$ cat config.mk
export PLATFORM = sky130hd
export DESIGN_NAME = srb_reset_boot
export DESIGN_NICKNAME = d
export VERILOG_FILES = /design/src/srb_pkg.sv /design/src/srb_reset_boot.sv /design/src/srb_boot_tmr.sv
export VERILOG_INCLUDE_DIRS = /design/src
export SDC_FILE = /design/constraint.sdc
export NUM_CORES = 1
export LEC_CHECK = 0
export ABC_AREA = 1
export BUFFER_PORTS_ARGS = -buffer_cell sky130_fd_sc_hd__buf_2
export CAP_MARGIN = 20
export CORE_AREA = 2 2 66 68
export DETAILED_ROUTE_END_ITERATION = 7
export DIE_AREA = 0 0 68 70
export PLACE_DENSITY_LB_ADDON = 0.1
export SLEW_MARGIN = 20
export SYNTH_ARGS = -nofsm -noshare
export SYNTH_HDL_FRONTEND = slang
export SYNTH_SLANG_ARGS = --single-unit
$ cat constraint.sdc
create_clock -name clk -period 2.95 [get_ports clk]
set_input_delay 0.59 -clock clk [delete_from_list [all_inputs] [get_ports clk]]
set_output_delay 0.59 -clock clk [all_outputs]
set_load 0.01 [all_outputs]
$ cat src/srb_params.svh
`ifndef SRB_PARAMS_SVH
`define SRB_PARAMS_SVH

// Clock rate of the control core
`define SRB_CLK_MHZ        25
// Register offsets on the control port
`define SRB_OFF_RESET_ID   16'h0000
`define SRB_OFF_REVISION   16'h0001
`define SRB_OFF_RAW_STS5   16'h0D23
// Boot status bit in raw status register 5
`define SRB_BOOT_STS_BIT   8
// Identification value, arbitrary neutral code
`define SRB_DEVICE_ID      16'hA5C3
// Silicon revision, plain default
`define SRB_REV_VALUE      8'h01
// Boot sequence length in ns and derived cycles (rounded up)
`define SRB_BOOT_TIME_NS   1000
`define SRB_BOOT_CYCLES    ((`SRB_BOOT_TIME_NS * `SRB_CLK_MHZ + 999) / 1000)
// Pad reset state: mic analog, gpio in + pull-down, ldo/trst pull-down, aif clk in, tx out
`define SRB_PAD_RESET      7'h3E

`endif

$ cat src/srb_pkg.sv
package srb_pkg;

  // Control port request
  typedef struct packed {
    logic        valid;  // Request present this cycle
    logic        write;  // 1 write, 0 read
    logic [15:0] addr;   // Register offset
    logic [15:0] wdata;  // Write data
  } srb_req_t;

  // Control port answer
  typedef struct packed {
    logic        ack;    // One-cycle completion pulse
    logic [15:0] rdata;  // Read data, valid with ack
  } srb_rsp_t;

  // Pad control bundle; oe_n low means pad is driven
  typedef struct packed {
    logic mic_digital;    // 1 digital mic role, 0 analog input
    logic gpio_oe_n;      // General purpose pads
    logic gpio_pulldown;  // General purpose pull-down
    logic ldo_pulldown;   // Regulator enable pad pull-down
    logic trst_pulldown;  // Test reset pad pull-down
    logic aif_clk_oe_n;   // Audio port clocks
    logic aif_tx_oe_n;    // Audio port transmit data
  } srb_pad_t;

  // Core power and boot state
  typedef enum logic [1:0] {
    SRB_ST_BOOT  = 2'b00,
    SRB_ST_READY = 2'b01,
    SRB_ST_SLEEP = 2'b10,
    SRB_ST_OFF   = 2'b11
  } srb_state_t;

endpackage

$ cat src/srb_reset_boot.sv
`timescale 1ns/1ps
`include "srb_params.svh"

// Notes on behaviour
// - Any write to offset zero outside the off state triggers reset
// - Soft reset returns control registers to defaults
// - Soft reset with regulator enable high keeps sequencer and firmware memories
// - Wake-up resets like soft reset, keeps always-on
// - Sleep keeps sequencer memory, clears processor memory
// - Regulator enable low at soft reset: regulator off
// - Boot after reset; flag low, then high
// - Boot flag is an interrupt event source
// - Interrupt pin falls when boot completes
// - Offset zero reads device identification
// - Offset one reads revision in low byte
// - Mic pin pairs start in analog role
// - Pads take documented input/output reset states
// - Boot flag at bit 8 of raw status
module srb_reset_boot (
  input  wire logic             clk,
  input  wire logic             nrst,
  input  wire srb_pkg::srb_req_t req,
  output srb_pkg::srb_rsp_t     rsp,
  input  wire logic             regulator_enable_pin,
  input  wire logic             sleep_req,
  input  wire logic             wake_evt,
  input  wire srb_pkg::srb_pad_t pad_cfg,
  output srb_pkg::srb_pad_t     pad_out,
  output logic                  boot_complete_flag,
  output logic                  boot_done_event,
  output logic                  irq_n,
  output logic                  ctrl_regs_rst,
  output logic                  aon_regs_rst,
  output logic                  seq_mem_clear,
  output logic                  dsp_mem_clear,
  output logic                  core_regulator_en
);

  // State and output registers
  srb_pkg::srb_state_t state_r;      // Core power/boot state
  srb_pkg::srb_state_t state_nxt;    // Next state
  logic                sw_rst_pend_r; // Soft reset waiting for write to finish
  logic                ack_r;        // Answer pulse
  logic [15:0]         rdata_r;      // Answer data
  logic [15:0]         rdata_nxt;    // Read mux result
  logic                flag_r;       // Boot complete flag
  logic                flag_nxt;     // Next flag
  logic                evt_r;        // Boot done event pulse
  logic                ctrl_rst_r;   // Control register reset
  logic                aon_rst_r;    // Always-on reset, power-on only
  logic                seq_clr_r;    // Sequencer memory clear
  logic                dsp_clr_r;    // Firmware memory clear
  logic                reg_on_r;     // Core regulator enable
  srb_pkg::srb_pad_t   pad_r;        // Registered pad control

  // Request decode
  wire take      = req.valid;
  wire take_wr   = take & req.write;
  wire take_rd   = take & ~req.write;
  wire hit_id    = (req.addr == `SRB_OFF_RESET_ID);
  wire hit_rev   = (req.addr == `SRB_OFF_REVISION);
  wire hit_sts   = (req.addr == `SRB_OFF_RAW_STS5);
  wire wr_rst    = take_wr & hit_id;

  // Soft reset paths once the write has completed
  wire is_off    = (state_r == srb_pkg::SRB_ST_OFF);
  wire rst_keep  = sw_rst_pend_r & ~is_off & regulator_enable_pin;
  wire rst_kill  = sw_rst_pend_r & ~is_off & ~regulator_enable_pin;
  wire woke      = (state_r == srb_pkg::SRB_ST_SLEEP) & wake_evt;
  wire tmr_start = rst_keep | woke;
  wire tmr_done;

  // Read mux; unmapped offsets read zero
  wire [15:0] sts_word = 16'(flag_r) << `SRB_BOOT_STS_BIT;
  assign rdata_nxt = hit_id  ? `SRB_DEVICE_ID :
                     hit_rev ? {8'h00, `SRB_REV_VALUE} :
                     hit_sts ? sts_word : 16'h0000;

  // Boot timer
  srb_boot_tmr u_tmr (
    .clk   (clk),
    .nrst  (nrst),
    .start (tmr_start),
    .done  (tmr_done)
  );

  // Next state; soft reset beats sleep entry
  always_comb begin
    state_nxt = state_r;
    unique case (state_r)
      srb_pkg::SRB_ST_BOOT:  begin
        if (tmr_done) state_nxt = srb_pkg::SRB_ST_READY;
      end
      srb_pkg::SRB_ST_READY: begin
        if (sleep_req) state_nxt = srb_pkg::SRB_ST_SLEEP;
      end
      srb_pkg::SRB_ST_SLEEP: begin
        if (wake_evt) state_nxt = srb_pkg::SRB_ST_BOOT;
      end
      // Only a full power-up leaves this state
      srb_pkg::SRB_ST_OFF:   state_nxt = srb_pkg::SRB_ST_OFF;
    endcase
    if (rst_keep) state_nxt = srb_pkg::SRB_ST_BOOT;
    if (rst_kill) state_nxt = srb_pkg::SRB_ST_OFF;
  end

  assign flag_nxt = (state_nxt == srb_pkg::SRB_ST_READY);

  // Control port; writes elsewhere are acknowledged and stored by other blocks
  always_ff @(posedge clk or negedge nrst) begin
    if (!nrst) begin
      ack_r         <= 1'b0;
      rdata_r       <= 16'h0000;
      sw_rst_pend_r <= 1'b0;
    end else begin
      ack_r         <= take;
      rdata_r       <= take_rd ? rdata_nxt : 16'h0000;
      // Reset held back one cycle so the write answers cleanly
      sw_rst_pend_r <= wr_rst;
    end
  end

  // State and boot flag
  always_ff @(posedge clk or negedge nrst) begin
    if (!nrst) begin
      state_r <= srb_pkg::SRB_ST_BOOT;
      flag_r  <= 1'b0;
      evt_r   <= 1'b0;
    end else begin
      state_r <= state_nxt;
      flag_r  <= flag_nxt;
      evt_r   <= flag_nxt & ~flag_r;
    end
  end

  // Reset and memory controls
  always_ff @(posedge clk or negedge nrst) begin
    if (!nrst) begin
      ctrl_rst_r <= 1'b1;
      aon_rst_r  <= 1'b1;
      seq_clr_r  <= 1'b1;
      dsp_clr_r  <= 1'b1;
      reg_on_r   <= 1'b1;
    end else begin
      ctrl_rst_r <= (state_nxt != srb_pkg::SRB_ST_READY);
      aon_rst_r  <= 1'b0;
      seq_clr_r  <= (state_nxt == srb_pkg::SRB_ST_OFF);
      dsp_clr_r  <= (state_nxt == srb_pkg::SRB_ST_OFF) |
                    (state_nxt == srb_pkg::SRB_ST_SLEEP);
      reg_on_r   <= (state_nxt != srb_pkg::SRB_ST_OFF);
    end
  end

  // Pads hold their reset roles until boot completes
  always_ff @(posedge clk or negedge nrst) begin
    if (!nrst) pad_r <= `SRB_PAD_RESET;
    else       pad_r <= flag_nxt ? pad_cfg : `SRB_PAD_RESET;
  end

  // Outputs
  assign rsp.ack            = ack_r;
  assign rsp.rdata          = rdata_r;
  assign boot_complete_flag = flag_r;
  assign boot_done_event    = evt_r;
  assign irq_n              = ~flag_r;
  assign ctrl_regs_rst      = ctrl_rst_r;
  assign aon_regs_rst       = aon_rst_r;
  assign seq_mem_clear      = seq_clr_r;
  assign dsp_mem_clear      = dsp_clr_r;
  assign core_regulator_en  = reg_on_r;
  assign pad_out            = pad_r;
endmodule // srb_reset_boot

$ cat src/srb_boot_tmr.sv
`timescale 1ns/1ps
`include "srb_params.svh"

// Boot sequence timer; loads on start, counts down to zero
module srb_boot_tmr (
  input  wire logic clk,
  input  wire logic nrst,
  input  wire logic start,
  output logic      done
);

  logic [7:0] cnt_r;   // Cycles left in boot
  logic [7:0] cnt_nxt; // Next count

  // Reload wins so a reset during boot restarts the full sequence
  assign cnt_nxt = start ? 8'(`SRB_BOOT_CYCLES) : ((cnt_r != 8'h00) ? cnt_r - 8'h01 : cnt_r);
  assign done    = (cnt_r == 8'h00) & ~start;

  // Power-on starts with a full boot
  always_ff @(posedge clk or negedge nrst) begin
    if (!nrst) cnt_r <= 8'(`SRB_BOOT_CYCLES);
    else       cnt_r <= cnt_nxt;
  end

endmodule // srb_boot_tmr

Yosys cells after proc, flatten, opt, wreduce, memory -nomap -nowiden
Cells that the tools add are included.
Operators by class
  add/subtract/negate cells: 1
  equal/unequal tests: 10
  muxes and demuxes: 13
  bitwise logic cells: 16
  reductions and logical operators: 5
Operators by type and width (count)
  16-bit two-way mux: 2
  9-bit two-way mux: 2
  16-bit by 1-bit equality test with 1-bit output, second input constant: 1
  16-bit by 12-bit equality test with 1-bit output, second input constant: 1
  16-bit logical NOT: 1
  8-bit two-way mux: 2
  2-bit two-way mux: 5
  1-bit bitwise AND: 9
  2-bit equality test, second input constant: 4
  8-bit logical NOT: 1
  2-bit case mux with 4 select lines: 1
  8-bit nonzero test: 1
  8-bit by 1-bit subtractor with 8-bit output, second input constant: 1
  7-bit two-way mux: 1
  1-bit NOT: 5
  2-bit by 1-bit equality test with 1-bit output, second input constant: 2
  2-bit logical NOT: 1
  2-bit by 1-bit inequality test with 1-bit output, second input constant: 1
  2-bit inequality test, second input constant: 1
  1-bit bitwise OR: 2
  2-bit nonzero test: 1
Word-level totals
  bits in registers: 42
  input bits: 46

Longest topological paths before layout
Gate-level depths: netlist of run 1.
  word-level depth: 13
  gate-level depth with buffers: 9
  depth with buffers taken out: 9

Cells and area by module
Synthesis of run 1 repeated with hierarchy kept, for this count alone.
Second synthesis, totals
  cell total of the unflattened synthesis: 188
  area, all modules: 1542.7 µm²
By module, submodules not included
  srb_reset_boot: instances 1, cells an instance 119, area each 1021.0 µm², seq. area each 538.0 µm²
  srb_boot_tmr: instances 1, cells an instance 69, area each 521.8 µm², seq. area each 203.9 µm²

Least setup slack after synthesis of run 1
No wires, ideal clock.
  kind: reg-to-reg
  from: register u_tmr.cnt_r[0]
  to: register u_tmr.cnt_r[5]
  library setup time: 0.117 ns
  data arrival time: 1.351 ns
  data required time: 2.833 ns
  path slack: 1.482 ns
  cell stages (with the launch flop): 9
  buffers on the path: 0
  period minus slack after synthesis: 1.468 ns
  cell sequence: dfstp_2 -> inv_1 -> ha_1 -> nand3_1 -> nor2_4 -> nor2_1 -> nand2_1 -> nor2_1 -> nor2_1
On the way
  word-level cells in the longest chain between the ends: 3
  elaborated cells between the ends (all ways): 5
  those cells by class: add/sub: 1; mux: 2; reduce/logical: 2
Ends and longest elaborated chain
  start: declaration: line srb_boot_tmr.sv:12  | logic [7:0] cnt_r;
  start signal: assignment: line srb_boot_tmr.sv:21  | if (!nrst) cnt_r <= 8'(`SRB_BOOT_CYCLES);
  start signal: assignment: line srb_boot_tmr.sv:22  | else cnt_r <= cnt_nxt;
  8-bit by 1-bit subtractor with 8-bit output: line srb_boot_tmr.sv:16  | assign cnt_nxt = start ? 8'(`SRB_BOOT_CYCLES) : ((cnt_r != 8'h00) ? cnt_r - 8'h01 : cnt_r);
  8-bit two-way mux (2 in series): line srb_boot_tmr.sv:16
Parallel ways exist; a longest one is shown, timed or not. The select of a mux whose other input is x is not followed.
A chain may end at the register's enable or synchronous reset.

Final worst setup path of run 1
Ends and elaborated chain as after synthesis.

==> metrics.md, run 1 <==
| Metric | Value |
|---|---|
| Area grow syn2layout | 23.9% |
| Number of ports placed on the die boundary | 78 |
| Slew headroom | 0.578 |
| DRT iter0 DRCs | 29 |
| Highest ir drop seen on vdd | 0.000246 V |
| Net switching power | around 400 µW |
| Max Clock Freq | 0.602 GHz |
| Logic gate share of total power | 0.272 |
| Startpoint of the most critical setup path | u_tmr.cnt_r[0] |
| Post-detail-place hpwl | about 2200 µm |
| Number of buffers created by CTS | 5 |
| Clock tree skew after final layout | approximately 0.0067 ns |
| Setup slack of the most critical reg-to-reg path | ~1.3 ns |
| Met3 Track Usage GR | 0.0596 |
| Number of cells produced by synthesis | 159 |
| Switching share of power | 0.330 |
| Critical Path Source Type | register |
| CP Max Fanout | 4 |
| Cell internal power dissipation | 817 µW |
| Via count normalized by instance count | between 4 and 5 |
| Type of the tightest min-delay check | input pin to async pin |
| First drt pass iteration count | 4 |
| Clock-pin slew on the worst setup and hold paths | 0.06 ns |
| Total clock sinks | 29 |
| Tightest Pin Transition | 0.634 ns |
| Sequential standard cell area | between 700 and 800 µm² |
| Time the final worst path needs with I/O delays and setup | 1.66 ns |
| Via count | about 1200 |
| Met1 demand-to-capacity share in global routing | 0.150 |
| DRC errors left | 0 |
| Setup Slack @ Placement | ~1.3 ns |
| Largest net degree at the start of global routing | 30 |
| Top cells by area in the synthesized netlist | dfrtp_1 27%, dfstp_2 23%, buf_4 7.2% |
| Cell at the root of the clock tree | clkbuf_8 |
| Synthesized cell area | approximately 0.0015 mm² |
| Distinct cells, synth | 29 |
| Antenna violations before repair | 0 |
| Global-route wire length before repair | between 4000 and 5000 µm |
| Number of setup buffers added after CTS | 0 |
| Worst R2R End | u_tmr.cnt_r[5] |
| Starting Density | 0.352 |
| Vias in the first global route | ~1200 |
| Proportion of power drawn by the clock network | 0.274 |
| Area share of the largest cell type after synthesis | 0.274 |
| Yosys reg bits | 29 |
| Ratio of cells with drive above 1 in the final layout | 0.430 |
| DR WL/cell | roughly 10 µm |
| # Max-Cap Violations | 0 |
| Req. time, crit path | around 3.2 ns |
| Data arrival, critical path | 1.87 ns |
| Port bufs | 53 |
| Number of buffers on the longest clock path | 2 |
| Static leakage | 0.000943 µW |
| Share of power burned in registers | 0.453 |
| Hold slack final | 0.336 ns |
| Max-slew violations | 0 |
| Total Negative Setup Slacks | 0 ns |
| GR Layer Usage met2 | 0.218 |
| Share of the core filled with cells | 0.437 |
| Core region area | a little over 0.004 mm² |
| CTS HTree Levels | 2 |
| Routability Congestion | 0.755 |
| CTS-repair resized insts | 0 |
| Setup violations, final | 0 |
| Number of fillers in the final layout | 418 |
| Category of the worst setup path capture point | register |
| Number of antenna-violating nets in the routed design | 0 |
| Fin crit share | 0.563 |
| Clock latency at the later pin of the worst-skew pair | approximately 0.28 ns |
| Synth Area per Inst | between 9 and 10 µm² |
| GRT Max-Usage Layer | met2 |
| Register area share after synthesis | 0.508 |
| Areal power density over the cells | 673 mW/mm² |
| Result of the run | complete, no violations |
| Final WS setup | 1.29 ns |
| GR Util All Layers | 0.134 |
| Number of hold-slack violations in the final timing report | 0 |
| Total overflow reported by the global router | 0 |
| Number of antenna diodes | 0 |
| Number of core rows | 24 |
| Floorplan die area | ~0.0048 mm² |
| Die X | between 60 and 70 µm |
| Hold-fix buffer count after cts | 0 |
| Depth of the worst register-to-register path | 9 |
| Yosys top cell by area | dfrtp_1 |
| Nets@finish | 260 |
| Syn. warnings | 0 |
| Combined area of the multi-input logic cells | 532 µm² |
| Worst setup path class | register to register |
| Reg2Reg Launch Point | u_tmr.cnt_r[0] |
| Final Routed Wirelength | approximately 2800 µm |
| RSZ-0062 raised after global routing | false |
| CTS tree | built |
| Height of the die | around 70 µm |
==> synthesized netlist by cell type <==
library cell,instances
inv_2,1
nor2_1,15
o21ai_0,4
xnor2_1,1
conb_1,1
nand2_1,20
a31oi_1,1
nor2_2,4
nand4_1,6
buf_4,14
ha_1,1
dfstp_2,13
inv_4,1
nor4_1,1
nor3_2,1
nor3b_1,1
nand2_4,2
dfrtp_1,16
nand2_2,3
nor3_1,6
or2_2,2
nand3_4,3
inv_1,27
a21oi_1,2
xor2_1,1
o31ai_1,1
nor2_4,2
o211ai_1,1
nand3_1,8
==> logic make-up (layout without fill, tap and decap cells) <==
logic type | count (synthesis) | count (layout) | share of synthesized area
AO/OA/AOI/OAI | 9 | 9 | 0.0351
buffers and inverters | 43 | 90 | 0.148
other | 1 | 9 | 0.00257
XOR/XNOR | 2 | 2 | 0.0120
adder cells (fa/ha/maj) | 1 | 1 | 0.00857
flip-flops | 29 | 29 | 0.508
AND/OR/NAND/NOR | 74 | 74 | 0.285
==> power groups by stage <==
stage	Clock, µW	Sequential [µW]	Combinational [µW]
6_report	334	552	332
5_1_grt	373	565	382
4_1_cts	347	553	336
3_5_place_dp	0	558	336
3_3_place_gp	0	554	319
2_1_floorplan	0	555	243
==> critical path: stages, from the launching register on <==
cell and delay, ns:
dfstp_2 0.53, inv_1 0.07, ha_1 0.25, nand3_1 0.18, nor2_4 0.07, nor2_1 0.19
nand2_1 0.11, nand2_1 0.07, nand2_1 0.04, nor2_1 0.08
==> registers in the layout (all words and copies together) (netlist names), 2 cells and up <==
| name | flops |
|---|---|
| state_r | 2 |
| pad_out | 7 |
| rdata_r | 3 |
| u_tmr.cnt_r | 8 |
==> final cells by class <==
class | instances | area share
tap | 52 | 0.0360
clock inverter | 1 | 0.00415
multi-input combinational | 95 | 0.294
clock buffer | 7 | 0.0477
timing repair buffer | 53 | 0.147
sequential | 29 | 0.410
inverter | 29 | 0.0615
==> cells in the final DEF (no fill, tap or decap), types with 3 or more instances in the layout <==
cell	n
nand2_1	20
nand2_2	3
dfstp_2	13
o21ai_0	4
nor2_2	4
nand3_1	8
nand4_1	6
nor3_1	6
inv_1	27
clkbuf_8	6
buf_2	53
nor2_1	15
nand3_4	3
conb_1	9
dfrtp_1	16
==> worst max-delay path by stage <==
stage,endpoint,slack [ns]
floorplan,u_tmr.cnt_r[5],1.48
global route,u_tmr.cnt_r[5],1.15
detailed placement,rdata_r[8],1.26
global placement,rdata_r[8],1.29
CTS,u_tmr.cnt_r[5],1.28
finish,u_tmr.cnt_r[5],1.29
==> per-layer routing <==
layer	part of all wire	vias to the layer above
li1	-	582
met1	0.40	550
met2	0.52	36
met3	0.065	5
met4	0.016	0
met5	0	-
==> through the flow <==
stage / area (µm²) / power, µW / cells
floorplan: 1490 / 797 / 167
global placement: 1720 / 873 / 258
detailed placement: 1720 / 894 / 258
CTS: 1810 / 1240 / 266
global route: 1810 / 1320 / 266
finish: 1810 / 1220 / 266
No activity file was read; power rests on OpenSTA's default activity.
==> inputs of run 2 (changes only) <==
==> constraint.sdc (replaced) <==
create_clock -name clk -period 1.45 [get_ports clk]
set_input_delay 0.29 -clock clk [delete_from_list [all_inputs] [get_ports clk]]
set_output_delay 0.29 -clock clk [all_outputs]
set_load 0.01 [all_outputs]
==> metrics.md, run 2 (synthesis gave the netlist of run 1 again) <==
| Metric | Value |
|---|---|
| Cell at the slowest stage of the critical path | dfrtp_1 |
| # Max-Cap Violations | 0 (unchanged) |
| Data arrival, critical path | 1.58 ns (-0.29 ns) |
| Max-slew violations | 0 (unchanged) |
| CTS tree | built |
| Die X | 68 µm (unchanged) |
| Core region area | 0.00414 mm² (unchanged) |
| Clock latency at the later pin of the worst-skew pair | 0.28 ns (about the same) |
| Number of hold-slack violations in the final timing report | 0 (unchanged) |
| DRT iter0 DRCs | 22 (-24%) |
| Ratio of cells with drive above 1 in the final layout | 0.473 (+0.0428) |
| Number of buffers on the longest clock path | 2 (unchanged) |
| First drt pass iteration count | 4 (unchanged) |
| Routability Congestion | 0.772 (+2.2%) |
| CTS HTree Levels | 2 (unchanged) |
| Total overflow reported by the global router | 0 (unchanged) |
| Number of antenna-violating nets in the routed design | 0 (unchanged) |
| Height of the die | 70 µm (unchanged) |
| Max Clock Freq | 0.736 GHz (+22%) |
| Highest ir drop seen on vdd | 0.000469 V (+90%) |
| Area grow syn2layout | 30.0% |
| Final Routed Wirelength | 2770 µm (+0.18%) |
| Result of the run | complete, no violations |
| Most common cell after layout, fill and taps aside | buf_2 |
| Req. time, crit path | 1.67 ns (-1.48 ns) |
| Static leakage | 0.000971 µW (+3.0%) |
| Hold-fix buffer count after cts | 0 (unchanged) |
| CP Max Fanout | 7 (+3) |
| Number of ports placed on the die boundary | 78 (unchanged) |
| Chain of cells forming the critical path | inv_2 > ha_4 > nand3_4 > nor2_4 > nand3_4 > nand2_8 > nand2_2 > nor2_4 > inv_2 |
| Worst setup path class | register to register |
| Type of the tightest min-delay check | input pin to async pin |
| Number of flip-flops under the largest register name | 8 (unchanged) |
| Vias in the first global route | 1194 (+2.8%) |
| Setup violations, final | 0 (unchanged) |
| GR Util All Layers | 0.134 (-0.000634) |
| Largest net degree at the start of global routing | 30 (unchanged) |
| Starting Density | 0.352 (unchanged) |
| Time the final worst path needs with I/O delays and setup | 1.36 ns (-0.304 ns) |
| Total power | 2600 µW (+110%) |
| Via count normalized by instance count | 4.28 (-3.0%) |
| Via count | 1163 (-0.85%) |
| Reg with most FFs | u_tmr.cnt_r |
| Tightest Pin Transition | 0.640 ns (+0.00650 ns) |
| Areal power density over the cells | 1370 mW/mm² (+100%) |
| Category of the worst setup path capture point | register |
| RSZ-0062 raised after global routing | true |
| Critical Path Source Type | register |
| Nets@finish | 266 (+2.3%) |
| Number of antenna diodes | 0 (unchanged) |
| Total clock sinks | 29 (unchanged) |
| Setup Slack @ Placement | 0.00146 ns (-1.26 ns) |
| Number of buffers created by CTS | 5 (unchanged) |
| Clock tree skew after final layout | 0.0107 ns (+0.00402 ns) |
| Fin crit share | 0.937 (+0.374) |
| DRC errors left | 0 (unchanged) |
| Post-detail-place hpwl | 2180 µm (about the same) |
| Slew headroom | 0.573 (-0.00433) |
| Floorplan die area | 0.00476 mm² (unchanged) |
| Final WS setup | 0.0913 ns (-1.20 ns) |
| Share of the core filled with cells | 0.458 (+0.0214) |
| Cell at the root of the clock tree | clkbuf_8 |
| Antenna violations before repair | 0 (unchanged) |
| DR WL/cell | 10.2 µm (-2.0%) |
| Commonest non-fill, non-tap cells in the layout | 53 x buf_2, 25 x inv_1, 20 x nand2_1 |
| Port bufs | 53 (unchanged) |
| Number of core rows | 24 (unchanged) |
| Clock-pin slew on the worst setup and hold paths | 0.06 ns (about the same) |
| Largest stage delay, worst path | 0.40 ns (-0.13 ns) |
| Global-route wire length before repair | 4890 µm (+1.7%) |
## run 2: cell count changes in the layout (fill, tap and decap cells not counted), moves of 2 or more
cell / before / now
buf_4: 0 / 6
inv_1: 27 / 25
inv_2: 1 / 3
nor2_1: 15 / 13
nor2_4: 2 / 4
## run 2: final timing paths
kind                               startpoint                 to  slack [ns]  cells past startpoint
min in group clk                      req[33]              ack_r        0.13                      1
setup reg to reg               u_tmr.cnt_r[1]  core_regulator_en        0.09                      9
hold / removal                           nrst         state_r[0]        0.04                      1
setup / recovery               u_tmr.cnt_r[1]  core_regulator_en        0.09                      9
hold reg to reg            boot_complete_flag    boot_done_event        0.49                      1
max in group asynchronous                nrst         state_r[1]        0.96                      1
## run 2: stage by stage
| stage | instances | TNS [ns] | area [µm²] | hold slack, ns |
|---|---|---|---|---|
| detailed placement | 263 | 0 | 1760 | 0.353 |
| finish | 272 | 0 | 1900 | 0.0393 |
| global route | 272 | -0.00266 | 1900 | 0.0764 |
| floorplan | 167 | 0 | 1500 | -0.00559 |
| global placement | 263 | 0 | 1760 | 0.345 |
| CTS | 271 | 0 | 1840 | 0.0545 |
## run 2: final cells by class
type	count	area (µm²)
well taps	52	65.1
clock inverters	1	5.00
flip-flops and latches	29	743
fillers	424	2250
multi-input cells	95	587
repair buffers	59	310
inverters	29	111
clock buffers	7	76.3
## run 2: per-layer routing
| metal | up-vias | share of wire | GRT usage |
|---|---|---|---|
| li1 | 592 | - | - |
| met1 | 524 | 0.40 | 0.139 |
| met2 | 40 | 0.51 | 0.238 |
| met3 | 7 | 0.076 | 0.0515 |
| met4 | 0 | 0.017 | 0.0422 |
| met5 | - | 0 | 0 |
## run 2: where the power goes
group          switching [µW]  internal, µW
logic                     476           371
registers                 128          1020
clock network             277           335
total                     881          1720
## run 2: what timing repair did
| item | 4_1_cts | 5_1_grt |
|---|---|---|
| resized for setup | 1 | 11 |
| setup endpoints to repair | 1 | 14 |
| setup buffers | 0 | 1 |
| pin swaps | 0 | 2 |
## run 2: critical path: cells and delay by family, from the launching register on
kind / cells / cell delay, ns
AND/OR/NAND/NOR: 6 / 0.68
flip-flops: 1 / 0.40
adder cells (fa/ha/maj): 1 / 0.14
buffers and inverters: 2 / 0.10
